[config.mk]
export PLATFORM = sky130hd
export DESIGN_NAME = ttcu_top
export DESIGN_NICKNAME = d
export VERILOG_FILES = /design/src/rtl/ttcu_pkg.sv /design/src/rtl/ttcu_sampler.sv /design/src/rtl/ttcu_top.sv
export SDC_FILE = /design/constraint.sdc
export NUM_CORES = 1
export LEC_CHECK = 0
export BUFFER_PORTS_ARGS = -buffer_cell sky130_fd_sc_hd__clkbuf_2
export CORE_MARGIN = 3
export CORE_UTILIZATION = 45
export CTS_BUF_LIST = sky130_fd_sc_hd__clkbuf_8
export DETAILED_ROUTE_END_ITERATION = 10
export PLACE_DENSITY = 0.69
export REMOVE_ABC_BUFFERS = 1
export SLEW_MARGIN = 20
export SYNTH_ARGS = -nofsm -noshare
export SYNTH_HDL_FRONTEND = slang
export SYNTH_HIERARCHICAL = 1
export SYNTH_SLANG_ARGS = --single-unit
[constraint.sdc]
create_clock -name clk_i -period 6.31 [get_ports clk_i]
set_input_delay 1.893 -clock clk_i [delete_from_list [all_inputs] [get_ports clk_i]]
set_output_delay 1.893 -clock clk_i [all_outputs]
set_load 0.005 [all_outputs]
[src/rtl/ttcu_pkg.sv]
// Constants and types shared by the three timer/counter unit
package ttcu_pkg;

	localparam int ADDR_W = 4;
	localparam int DATA_W = 8;

	////////////////////////////////////////////////////////////////////////
	// Register offsets
	localparam logic [3:0] OFS_TIMER_MODE   = 4'h0;
	localparam logic [3:0] OFS_TIMER_CTRL   = 4'h1;
	localparam logic [3:0] OFS_CLOCK_CTRL   = 4'h2;
	localparam logic [3:0] OFS_FIRST_LOW    = 4'h3;
	localparam logic [3:0] OFS_SECOND_LOW   = 4'h4;
	localparam logic [3:0] OFS_FIRST_HIGH   = 4'h5;
	localparam logic [3:0] OFS_SECOND_HIGH  = 4'h6;
	localparam logic [3:0] OFS_THIRD_CTRL   = 4'h7;
	localparam logic [3:0] OFS_THIRD_MODE   = 4'h8;
	localparam logic [3:0] OFS_CAPTURE_LOW  = 4'h9;
	localparam logic [3:0] OFS_CAPTURE_HIGH = 4'hA;
	localparam logic [3:0] OFS_THIRD_LOW    = 4'hB;
	localparam logic [3:0] OFS_THIRD_HIGH   = 4'hC;

	////////////////////////////////////////////////////////////////////////
	// Field positions
	localparam int TIMER_MODE_REGISTER_T0_MODE = 0;
	localparam int TIMER_MODE_REGISTER_T0_CT   = 2;
	localparam int TIMER_MODE_REGISTER_T0_GATE = 3;
	localparam int TIMER_MODE_REGISTER_T1_MODE = 4;
	localparam int TIMER_MODE_REGISTER_T1_CT   = 6;
	localparam int TIMER_MODE_REGISTER_T1_GATE = 7;
	localparam int TIMER_CONTROL_REGISTER_RUN0    = 4;
	localparam int TIMER_CONTROL_REGISTER_OVF0    = 5;
	localparam int TIMER_CONTROL_REGISTER_RUN1    = 6;
	localparam int TIMER_CONTROL_REGISTER_OVF1    = 7;
	localparam int CLOCK_CONTROL_REGISTER_SPD0   = 3;
	localparam int CLOCK_CONTROL_REGISTER_SPD1   = 4;
	localparam int CLOCK_CONTROL_REGISTER_SPD2   = 5;
	localparam int THIRD_TIMER_CONTROL_REGISTER_CPRL   = 0;
	localparam int THIRD_TIMER_CONTROL_REGISTER_CT2    = 1;
	localparam int THIRD_TIMER_CONTROL_REGISTER_RUN2   = 2;
	localparam int THIRD_TIMER_CONTROL_REGISTER_EXEN   = 3;
	localparam int THIRD_TIMER_CONTROL_REGISTER_TRANSMIT_BAUD_SELECT   = 4;
	localparam int THIRD_TIMER_CONTROL_REGISTER_RCLK   = 5;
	localparam int THIRD_TIMER_CONTROL_REGISTER_EXF    = 6;
	localparam int THIRD_TIMER_CONTROL_REGISTER_OVF2   = 7;
	localparam int THIRD_TIMER_MODE_REGISTER_UDEN   = 0;
	localparam int THIRD_TIMER_MODE_REGISTER_CLKOE  = 1;
	localparam int THIRD_TIMER_MODE_REGISTER_ACLR   = 3;

	////////////////////////////////////////////////////////////////////////
	// Reset values and timing
	localparam logic [7:0]  RST_BYTE  = 8'h00;
	localparam logic [15:0] CNT_ONES  = 16'hFFFF;
	localparam logic [15:0] CNT_ZERO  = 16'h0000;
	localparam int          DIV_SLOW  = 12;
	localparam int          DIV_FAST  = 4;
	localparam logic [3:0]  PRE_LAST  = 4'(DIV_SLOW - 1);
	localparam logic [1:0]  FAST_LAST = 2'(DIV_FAST - 1);

	typedef enum logic [1:0] {
		TTCU_MODE_13,
		TTCU_MODE_16,
		TTCU_MODE_RELOAD8,
		TTCU_MODE_SPLIT
	} ttcu_mode_type;

endpackage : ttcu_pkg

[src/rtl/ttcu_sampler.sv]
// Count pin sampler: one sample per machine cycle, falling edge pulse
module ttcu_sampler (
	input  wire logic clk_i,
	input  wire logic reset_n_i,
	input  wire logic sample_i,
	input  wire logic pin_i,
	output logic      fall_o
);

	typedef struct packed {
		logic last;
		logic fall;
	} ttcu_samp_type;

	ttcu_samp_type st_r;
	ttcu_samp_type st_nxt;

	////////////////////////////////////////////////////////////////////////
	// High sample then low sample gives one pulse
	always_comb begin
		st_nxt      = st_r;
		st_nxt.fall = sample_i & st_r.last & ~pin_i;
		if (sample_i) begin
			st_nxt.last = pin_i;
		end
	end

	// State register
	always_ff @(posedge clk_i or negedge reset_n_i) begin
		if (!reset_n_i) begin
			st_r <= '0;
		end else begin
			st_r <= st_nxt;
		end
	end

	assign fall_o = st_r.fall;
endmodule : ttcu_sampler

[src/rtl/ttcu_top.sv]
// Three timer/counter unit with plain register port
//
// Chosen here: the placing of the registers and the strobed register port.
module ttcu_top (
	input  wire logic                    clk_i,
	input  wire logic                    reset_n_i,
	input  wire logic [ttcu_pkg::ADDR_W-1:0] addr_i,
	input  wire logic [ttcu_pkg::DATA_W-1:0] wdata_i,
	input  wire logic                    wr_i,
	input  wire logic                    rd_i,
	output logic      [ttcu_pkg::DATA_W-1:0] rdata_o,
	input  wire logic                    first_count_pin_i,
	input  wire logic                    second_count_pin_i,
	input  wire logic                    third_count_pin_i,
	input  wire logic                    first_gate_pin_i,
	input  wire logic                    second_gate_pin_i,
	input  wire logic                    trigger_direction_pin_i,
	output logic                         first_overflow_o,
	output logic                         second_overflow_o,
	output logic                         third_irq_o,
	output logic                         clock_out_o
);

	typedef struct packed {
		logic [3:0] pre;
		logic [7:0] timer_mode_register;
		logic [7:0] timer_control_register;
		logic [7:0] clock_control_register;
		logic [7:0] tl0;
		logic [7:0] th0;
		logic [7:0] tl1;
		logic [7:0] th1;
		logic [7:0] third_timer_control_register;
		logic [7:0] third_timer_mode_register;
		logic [7:0] cap_l;
		logic [7:0] cap_h;
		logic [7:0] tl2;
		logic [7:0] th2;
		logic       clk_out;
		logic [7:0] rdata;
	} ttcu_state_type;

	ttcu_state_type st_r;
	ttcu_state_type st_nxt;

	logic                  tick12;
	logic                  tick4;
	logic                  tick0;
	logic                  tick1;
	logic                  tick2;
	logic                  fall0;
	logic                  fall1;
	logic                  fall2;
	logic                  fall_ex;
	logic                  inc0;
	logic                  inc0h;
	logic                  inc1;
	logic                  inc2;
	logic                  run1_eff;
	logic                  split0;
	logic                  baud;
	logic                  clkout;
	logic                  updown;
	logic                  cap_mode;
	logic                  t2_wrap;
	logic                  t2_match;
	logic [1:0]            mode0;
	logic [1:0]            mode1;
	logic [15:0]           cnt2;
	logic [15:0]           capv;

	////////////////////////////////////////////////////////////////////////
	// One step of a first/second timer: returns {overflow, high, low}
	function automatic logic [16:0] step01(input logic [1:0] mode,
			input logic [7:0] th, input logic [7:0] tl, input logic inc);
		logic [16:0] r;
		r = {1'b0, th, tl};
		if (inc) begin
			unique case (ttcu_pkg::ttcu_mode_type'(mode))
				ttcu_pkg::TTCU_MODE_13: begin
					// Upper three low bits are ignored and kept
					r[4:0] = tl[4:0] + 5'h01;
					if (tl[4:0] == 5'h1F) begin
						r[15:8] = th + 8'h01;
						r[16]   = (th == 8'hFF);
					end
				end
				ttcu_pkg::TTCU_MODE_16: begin
					r[15:0] = {th, tl} + 16'h0001;
					r[16]   = ({th, tl} == ttcu_pkg::CNT_ONES);
				end
				ttcu_pkg::TTCU_MODE_RELOAD8: begin
					r[7:0] = (tl == 8'hFF) ? th : tl + 8'h01;
					r[16]  = (tl == 8'hFF);
				end
				ttcu_pkg::TTCU_MODE_SPLIT: begin
					r[7:0] = tl + 8'h01;
					r[16]  = (tl == 8'hFF);
				end
			endcase
		end
		return r;
	endfunction : step01

	////////////////////////////////////////////////////////////////////////
	// Machine cycle prescaler shared by all timers
	assign tick12 = (st_r.pre == ttcu_pkg::PRE_LAST);
	assign tick4  = (st_r.pre[1:0] == ttcu_pkg::FAST_LAST);
	assign tick0  = st_r.clock_control_register[ttcu_pkg::CLOCK_CONTROL_REGISTER_SPD0] ? tick4 : tick12;
	assign tick1  = st_r.clock_control_register[ttcu_pkg::CLOCK_CONTROL_REGISTER_SPD1] ? tick4 : tick12;
	assign tick2  = st_r.clock_control_register[ttcu_pkg::CLOCK_CONTROL_REGISTER_SPD2] ? tick4 : tick12;

	// Pin samplers run at each timer's own machine cycle rate
	ttcu_sampler u_samp0 (
		.clk_i     (clk_i),
		.reset_n_i (reset_n_i),
		.sample_i  (tick0),
		.pin_i     (first_count_pin_i),
		.fall_o    (fall0)
	);
	ttcu_sampler u_samp1 (
		.clk_i     (clk_i),
		.reset_n_i (reset_n_i),
		.sample_i  (tick1),
		.pin_i     (second_count_pin_i),
		.fall_o    (fall1)
	);
	ttcu_sampler u_samp2 (
		.clk_i     (clk_i),
		.reset_n_i (reset_n_i),
		.sample_i  (tick2),
		.pin_i     (third_count_pin_i),
		.fall_o    (fall2)
	);
	ttcu_sampler u_sampx (
		.clk_i     (clk_i),
		.reset_n_i (reset_n_i),
		.sample_i  (tick2),
		.pin_i     (trigger_direction_pin_i),
		.fall_o    (fall_ex)
	);

	////////////////////////////////////////////////////////////////////////
	// Count enables for the first two timers
	assign mode0  = st_r.timer_mode_register[ttcu_pkg::TIMER_MODE_REGISTER_T0_MODE +: 2];
	assign mode1  = st_r.timer_mode_register[ttcu_pkg::TIMER_MODE_REGISTER_T1_MODE +: 2];
	assign split0 = (mode0 == 2'(ttcu_pkg::TTCU_MODE_SPLIT));
	// Beside a split first timer, the second runs whenever not split itself
	assign run1_eff = split0 ? 1'b1 : st_r.timer_control_register[ttcu_pkg::TIMER_CONTROL_REGISTER_RUN1];
	assign inc0 = st_r.timer_control_register[ttcu_pkg::TIMER_CONTROL_REGISTER_RUN0]
		& (~st_r.timer_mode_register[ttcu_pkg::TIMER_MODE_REGISTER_T0_GATE] | first_gate_pin_i)
		& (st_r.timer_mode_register[ttcu_pkg::TIMER_MODE_REGISTER_T0_CT] ? fall0 : tick0);
	assign inc1 = run1_eff
		& (mode1 != 2'(ttcu_pkg::TTCU_MODE_SPLIT))
		& (~st_r.timer_mode_register[ttcu_pkg::TIMER_MODE_REGISTER_T1_GATE] | second_gate_pin_i)
		& (st_r.timer_mode_register[ttcu_pkg::TIMER_MODE_REGISTER_T1_CT] ? fall1 : tick1);
	// Split high byte ignores pin and gate: clock only
	assign inc0h = split0 & st_r.timer_control_register[ttcu_pkg::TIMER_CONTROL_REGISTER_RUN1] & tick0;

	////////////////////////////////////////////////////////////////////////
	// Third timer mode decode
	assign cnt2     = {st_r.th2, st_r.tl2};
	assign capv     = {st_r.cap_h, st_r.cap_l};
	assign baud     = st_r.third_timer_control_register[ttcu_pkg::THIRD_TIMER_CONTROL_REGISTER_RCLK]
		| st_r.third_timer_control_register[ttcu_pkg::THIRD_TIMER_CONTROL_REGISTER_TRANSMIT_BAUD_SELECT];
	assign cap_mode = st_r.third_timer_control_register[ttcu_pkg::THIRD_TIMER_CONTROL_REGISTER_CPRL] & ~baud;
	assign clkout   = st_r.third_timer_mode_register[ttcu_pkg::THIRD_TIMER_MODE_REGISTER_CLKOE]
		& ~st_r.third_timer_control_register[ttcu_pkg::THIRD_TIMER_CONTROL_REGISTER_CT2]
		& ~st_r.third_timer_control_register[ttcu_pkg::THIRD_TIMER_CONTROL_REGISTER_CPRL];
	assign updown   = ~cap_mode & ~baud & ~clkout
		& st_r.third_timer_mode_register[ttcu_pkg::THIRD_TIMER_MODE_REGISTER_UDEN];
	// Clock-out counts every second clock so a half period is 2*(65536-cap)
	assign inc2 = st_r.third_timer_control_register[ttcu_pkg::THIRD_TIMER_CONTROL_REGISTER_RUN2]
		& (st_r.third_timer_control_register[ttcu_pkg::THIRD_TIMER_CONTROL_REGISTER_CT2] ? fall2
		: (clkout ? st_r.pre[0] : tick2));
	assign t2_wrap  = (cnt2 == ttcu_pkg::CNT_ONES);
	assign t2_match = (cnt2 == capv);

	////////////////////////////////////////////////////////////////////////
	// Next state: counting first, then register writes override
	always_comb begin
		logic [16:0] s0;
		logic [16:0] s1;
		logic [15:0] c2;
		logic        ovf0_set;
		logic        ovf1_set;
		logic        ovf2_set;
		logic        external_event_flag_set;
		logic        external_event_flag_tog;
		st_nxt   = st_r;
		ovf2_set = 1'b0;
		external_event_flag_set = 1'b0;
		external_event_flag_tog = 1'b0;
		c2       = cnt2;
		st_nxt.pre = tick12 ? 4'h0 : st_r.pre + 4'h1;

		// First and second timers
		s0 = step01(mode0, st_r.th0, st_r.tl0, inc0);
		s1 = step01(mode1, st_r.th1, st_r.tl1, inc1);
		st_nxt.tl0 = s0[7:0];
		st_nxt.th0 = split0 ? (st_r.th0 + {7'h00, inc0h}) : s0[15:8];
		st_nxt.tl1 = s1[7:0];
		st_nxt.th1 = s1[15:8];
		ovf0_set = s0[16];
		// Split high byte owns the second overflow flag
		ovf1_set = split0 ? (inc0h & (st_r.th0 == 8'hFF)) : s1[16];

		// Third timer
		if (cap_mode) begin
			if (inc2) begin
				c2 = cnt2 + 16'h0001;
				ovf2_set = t2_wrap;
			end
			if (st_r.third_timer_control_register[ttcu_pkg::THIRD_TIMER_CONTROL_REGISTER_EXEN] && fall_ex) begin
				st_nxt.cap_l = st_r.tl2;
				st_nxt.cap_h = st_r.th2;
				external_event_flag_set = 1'b1;
				if (st_r.third_timer_mode_register[ttcu_pkg::THIRD_TIMER_MODE_REGISTER_ACLR]) begin
					c2 = ttcu_pkg::CNT_ZERO;
				end
			end
		end else if (baud || clkout) begin
			if (inc2) begin
				c2 = t2_wrap ? capv : cnt2 + 16'h0001;
				if (t2_wrap && clkout) begin
					st_nxt.clk_out = ~st_r.clk_out;
				end
			end
			if (baud && st_r.third_timer_control_register[ttcu_pkg::THIRD_TIMER_CONTROL_REGISTER_EXEN] && fall_ex) begin
				external_event_flag_set = 1'b1;
			end
		end else if (!updown) begin
			if (inc2) begin
				c2 = t2_wrap ? capv : cnt2 + 16'h0001;
				ovf2_set = t2_wrap;
			end
			if (st_r.third_timer_control_register[ttcu_pkg::THIRD_TIMER_CONTROL_REGISTER_EXEN] && fall_ex) begin
				c2 = capv;
				external_event_flag_set = 1'b1;
			end
		end else if (inc2) begin
			if (trigger_direction_pin_i) begin
				c2 = t2_wrap ? capv : cnt2 + 16'h0001;
				ovf2_set = t2_wrap;
				external_event_flag_tog = t2_wrap;
			end else begin
				c2 = t2_match ? ttcu_pkg::CNT_ONES : cnt2 - 16'h0001;
				ovf2_set = t2_match;
				external_event_flag_tog = t2_match;
			end
		end
		st_nxt.tl2 = c2[7:0];
		st_nxt.th2 = c2[15:8];

		// Register writes; hardware flag sets win over a clearing write
		if (wr_i) begin
			unique case (addr_i)
				ttcu_pkg::OFS_TIMER_MODE:   st_nxt.timer_mode_register  = wdata_i;
				ttcu_pkg::OFS_TIMER_CTRL:   st_nxt.timer_control_register  = {wdata_i[7:4], 4'h0};
				ttcu_pkg::OFS_CLOCK_CTRL:   st_nxt.clock_control_register = {2'h0, wdata_i[5:3], 3'h0};
				ttcu_pkg::OFS_FIRST_LOW:    st_nxt.tl0   = wdata_i;
				ttcu_pkg::OFS_SECOND_LOW:   st_nxt.tl1   = wdata_i;
				ttcu_pkg::OFS_FIRST_HIGH:   st_nxt.th0   = wdata_i;
				ttcu_pkg::OFS_SECOND_HIGH:  st_nxt.th1   = wdata_i;
				ttcu_pkg::OFS_THIRD_CTRL:   st_nxt.third_timer_control_register = wdata_i;
				ttcu_pkg::OFS_THIRD_MODE:   st_nxt.third_timer_mode_register = {4'h0, wdata_i[3], 1'b0, wdata_i[1:0]};
				ttcu_pkg::OFS_CAPTURE_LOW:  st_nxt.cap_l = wdata_i;
				ttcu_pkg::OFS_CAPTURE_HIGH: st_nxt.cap_h = wdata_i;
				ttcu_pkg::OFS_THIRD_LOW:    st_nxt.tl2   = wdata_i;
				ttcu_pkg::OFS_THIRD_HIGH:   st_nxt.th2   = wdata_i;
				default: ;
			endcase
		end
		st_nxt.timer_control_register[ttcu_pkg::TIMER_CONTROL_REGISTER_OVF0] = st_nxt.timer_control_register[ttcu_pkg::TIMER_CONTROL_REGISTER_OVF0] | ovf0_set;
		st_nxt.timer_control_register[ttcu_pkg::TIMER_CONTROL_REGISTER_OVF1] = st_nxt.timer_control_register[ttcu_pkg::TIMER_CONTROL_REGISTER_OVF1] | ovf1_set;
		st_nxt.third_timer_control_register[ttcu_pkg::THIRD_TIMER_CONTROL_REGISTER_OVF2] = st_nxt.third_timer_control_register[ttcu_pkg::THIRD_TIMER_CONTROL_REGISTER_OVF2] | ovf2_set;
		st_nxt.third_timer_control_register[ttcu_pkg::THIRD_TIMER_CONTROL_REGISTER_EXF] = (st_nxt.third_timer_control_register[ttcu_pkg::THIRD_TIMER_CONTROL_REGISTER_EXF] ^ external_event_flag_tog)
			| external_event_flag_set;

		// Read data stand for exactly one cycle; unmapped reads give zero
		st_nxt.rdata = ttcu_pkg::RST_BYTE;
		if (rd_i) begin
			unique case (addr_i)
				ttcu_pkg::OFS_TIMER_MODE:   st_nxt.rdata = st_r.timer_mode_register;
				ttcu_pkg::OFS_TIMER_CTRL:   st_nxt.rdata = st_r.timer_control_register;
				ttcu_pkg::OFS_CLOCK_CTRL:   st_nxt.rdata = st_r.clock_control_register;
				ttcu_pkg::OFS_FIRST_LOW:    st_nxt.rdata = st_r.tl0;
				ttcu_pkg::OFS_SECOND_LOW:   st_nxt.rdata = st_r.tl1;
				ttcu_pkg::OFS_FIRST_HIGH:   st_nxt.rdata = st_r.th0;
				ttcu_pkg::OFS_SECOND_HIGH:  st_nxt.rdata = st_r.th1;
				ttcu_pkg::OFS_THIRD_CTRL:   st_nxt.rdata = st_r.third_timer_control_register;
				ttcu_pkg::OFS_THIRD_MODE:   st_nxt.rdata = st_r.third_timer_mode_register;
				ttcu_pkg::OFS_CAPTURE_LOW:  st_nxt.rdata = st_r.cap_l;
				ttcu_pkg::OFS_CAPTURE_HIGH: st_nxt.rdata = st_r.cap_h;
				ttcu_pkg::OFS_THIRD_LOW:    st_nxt.rdata = st_r.tl2;
				ttcu_pkg::OFS_THIRD_HIGH:   st_nxt.rdata = st_r.th2;
				default: ;
			endcase
		end
	end

	// State register; all control resets to zero (divide by 12)
	always_ff @(posedge clk_i or negedge reset_n_i) begin
		if (!reset_n_i) begin
			st_r <= '0;
		end else begin
			st_r <= st_nxt;
		end
	end

	////////////////////////////////////////////////////////////////////////
	// Outputs
	assign rdata_o           = st_r.rdata;
	assign first_overflow_o  = st_r.timer_control_register[ttcu_pkg::TIMER_CONTROL_REGISTER_OVF0];
	assign second_overflow_o = st_r.timer_control_register[ttcu_pkg::TIMER_CONTROL_REGISTER_OVF1];
	// External flag is silent in up/down mode
	assign third_irq_o = st_r.third_timer_control_register[ttcu_pkg::THIRD_TIMER_CONTROL_REGISTER_OVF2]
		| (st_r.third_timer_control_register[ttcu_pkg::THIRD_TIMER_CONTROL_REGISTER_EXF] & ~updown);
	assign clock_out_o = st_r.clk_out;
endmodule : ttcu_top

==> results <==
- The flow ran to the end, and the final reports show no timing, DRC or antenna violations.
- From left edge to right edge, the die measures 147 µm.
- The total global-route track usage is 0.269.
- The worst setup path is captured at a flip-flop.
- The capture instance of the worst register-to-register path is cnt2[10]$_DFF_PN0_.
- By count the netlist is led by 117 x nand2_1, 111 x dfrtp_1, 106 x nor2_1.
- The via count is 8595.
- VDD sags by at most 171 µV.
- In this run the static leakage power is 3.56 nW.
- Data on the critical path is required at its endpoint by 6.63 ns.
- The final count of negative-setup-slack endpoints is 0.
- The die is 147 µm tall.
- The number of levels in the clock H-tree is 3.
- The later pin in the worst-skew pair is clocked with a latency of 0.42 ns.
- The number of placed instances, taps included is 1298.
- In the final routed layout, each cell accounts on average for 22.4 µm.
- After synthesis, the cell types taking the most area are dfrtp_1 31%, a21oi_1 5.1%, nand2_1 4.9%, nor2_1 4.5%, mux2i_1 4.3%.
- The complex-gate fraction of the synthesized area came to 0.241.
- The startpoint of the worst setup timing path is addr_i[0].
- For this design, the CTS-stage hold fixing added 0 buffers.
- The mux cell area share after synthesis is 0.0873.
- The first global-routing pass estimated 46.2 mm of wire.
- On the final layout, the worst hold slack is 0.482 ns.
- The unique cell type count in the Yosys netlist is 86.
- The worst path meets setup with 2.30 ns of slack.
- The fraction of post-synthesis cell area in the top cell type by area is 0.312.
- The area taken by multi-input logic gates is 5590 µm².
- The gate count of the mapped netlist is 1099.
- Summing internal, switching and leakage power gives 3.04 mW.
- The maximum net fanout on the critical path is 33.
- For this run, the leading register cell type out of synthesis is dfrtp_1.
- The fraction of synthesized cell area in xor and xnor cells is 0.0569.
- After detailed routing, the number of vias per cell comes to 6.54.
- The count of final max-slew check failures is 0.
- The final critical-path required period is 4.01 ns.
- The global-route congestion overflow total is 0.
- In the finished design, the share of the clock period the worst path needs comes to 0.636.
- The slack of the worst reg-to-reg path is 3.12 ns.
- TritonCTS built the clock tree.
- The final antenna-violating net count is 0.
- dfrtp_1 takes more of the synthesized area than any other cell.
- Data arrives at the worst endpoint at 4.33 ns.
- The critical path ends at cnt2[12]$_DFF_PN0_.
- Power spread over the standard cell area amounts to 330 nW/µm².
- Entering global routing, the biggest net connects 61 pins.
- Measured against its own limit, the worst slew margin works out to 0.379.
- The Yosys step of the flow raised 6 warnings.
- The count of unresolved DRC violations after routing is 0.
- The main combinational cell family by area after synthesis is compound AO/OA/AOI/OAI gates.
- Before antenna repair, the detailed router went through 6 iterations.
- The placeable core area is 19100 µm².
- The root buffer cell is clkbuf_8.
- The number of global-route vias before repair came to 7897.
- Buffers inserted during clock tree synthesis total 9.
- The area enclosed by the die boundary is 21500 µm².
- The slew of the pin with the lowest slew margin is 0.930 ns.
- The DRC violation total after the first TritonRoute iteration is 1429.
- For this run, the number of standard cells in the final layout without fillers is 1314.
- The number of core rows is 50.
- Timing analysis after detailed placement gives a worst setup slack of 1.95 ns.
- The final-report hold violation count is 0.
- The flip-flop and latch area is 2780 µm².
- A synthesized cell averages 8.11 µm².
- Summing every instance area after synthesis gives 8910 µm².
- Based on the critical path, the design can be clocked at up to 249 MHz.
- The depth of the worst register-to-register path is 8.
- Counting flops and latches in the post-synthesis netlist gives 111.
- The final wirelength is 29.4 mm.
- The min-delay analysis places its worst path in the category reg -> reg.
- Detailed placement ended at an HPWL of 20.1 mm.
- The number of flops mapped to enable cells by yosys is 0.
- Clock-pin slew was measured on the worst setup and hold paths at 0.13 ns.
- Across the run, the number of max-cap violations was 0.
- Of the total synthesized cell area, the portion taken by full adders, half adders and majority gates is 0.0154.
- The share of synthesized flip-flops with an asynchronous set or reset is 1.00.
- The TritonCTS sink count is 111.
- The number of nets in the layout is 1082.
- The maximum number of buffers from clock root to sink is 2.
- The number of antenna diodes in the final layout is 0.
- During placement, the flow inserted port buffers numbering 33.
- The number of filler instances in the final layout is 1847.
- Setup repair after global routing left no endpoint under its margin.
- The basic-gate share of the synthesized area counting and, or, nand and nor cells is 0.227.
- The area growth from synthesis to layout is 3.43%.
- On the final layout, the worst clock skew is 0.0189 ns.
- The most common cell in the synthesized netlist is nand2_1.
- The startpoint type of the worst setup path is a primary input.
- The initial utilization of the core area, before any placement, comes to 0.467.
- Once the clock tree was built, the resizer swapped 0 gates to a different size.
- The start-to-end type of the worst setup path is in -> reg.
- Pin placement for this block handled 34 I/O pins.
- Buffers added to address setup during post-CTS repair amount to 0.
- The congestion estimate from routability-driven global placement came to 0.943.
- The fraction of final layout cells sized beyond drive strength 1 is 0.112.
- In the final timing run, aggregate negative setup slack is 0 ns.
- Of the synthesized area, sequential elements account for 0.312.
- The number of antenna violations at the first check in global routing is 0.
- In this run the critical register-to-register path is launched from cnt2[1]$_DFF_PN0_.
-- metal layers --
layer,vias up,GRT usage,share of wire,wire [µm]
met1,4130,0.390,0.43,12700
met2,495,0.411,0.45,13100
met4,0,0.0823,0.027,796
li1,3900,-,-,-
met5,-,0,0,0
met3,70,0.0457,0.095,2790
-- state kept, by name (all words and copies together), names as in the netlist, 2 cells and up --
register  flops
capv         16
cnt2         16
mode0         2
mode1         2
rdata_o       8
st_r         56
-- cells in the final DEF, fill, tap and decap left out, types with 31 or more instances in the layout --
cell,instances
nor2_1,106
dfrtp_1,111
a21oi_1,89
xor2_1,33
nand3_1,49
nand2_1,117
a31oi_1,31
o21ai_0,73
mux2i_1,38
clkbuf_2,32
-- critical path, cell delays in order --
cell      delay [ns]
clkbuf_2        0.40
nor2_1          0.77
and4_1          0.61
nor2_1          0.20
o21ai_0         0.14
a221oi_2        0.05
a221o_1         0.26
-- cell type report --
| type | count | share of cell area |
|---|---|---|
| clock inverter | 7 | 0.0113 |
| multi-input combinational | 868 | 0.607 |
| inverter | 18 | 0.00733 |
| sequential | 111 | 0.301 |
| clock buffer | 9 | 0.0134 |
| timing repair buffer | 41 | 0.0247 |
| tap | 260 | 0.0353 |
-- stage by stage --
stage | cell area, µm² | utilization
2_1_floorplan | 8430 | -
3_3_place_gp | 8990 | 0.471
3_5_place_dp | 8990 | 0.471
4_1_cts | 9220 | 0.483
5_1_grt | 9220 | 0.483
6_report | 9220 | 0.483
-- worst min-delay path by stage --
stage                            start                      end  depth (start not counted)
6_report       clock_out_o$_DFFE_PN0P_  clock_out_o$_DFFE_PN0P_                          1
5_1_grt        clock_out_o$_DFFE_PN0P_  clock_out_o$_DFFE_PN0P_                          1
4_1_cts        clock_out_o$_DFFE_PN0P_  clock_out_o$_DFFE_PN0P_                          1
3_5_place_dp   clock_out_o$_DFFE_PN0P_  clock_out_o$_DFFE_PN0P_                          1
3_3_place_gp   clock_out_o$_DFFE_PN0P_  clock_out_o$_DFFE_PN0P_                          1
2_1_floorplan      st_r[113]$_DFF_PN0_      st_r[113]$_DFF_PN0_                          1
-- where the power goes --
part	leakage (nW)	internal [mW]	switching (mW)	total, mW
logic	2.11	0.507	0.613	1.12
clock network	0.112	0.168	0.315	0.483
registers	1.33	0.895	0.539	1.43
-- kinds of logic (layout without fill, tap and decap cells) --
group | Yosys count | after routing
XOR/XNOR | 57 | 57
buffers and inverters | 120 | 75
adder cells (fa/ha/maj) | 11 | 11
multiplexers | 72 | 72
flip-flops | 111 | 111
AND/OR/NAND/NOR | 399 | 399
AO/OA/AOI/OAI | 329 | 329
No activity file was read; power rests on OpenSTA's default activity.
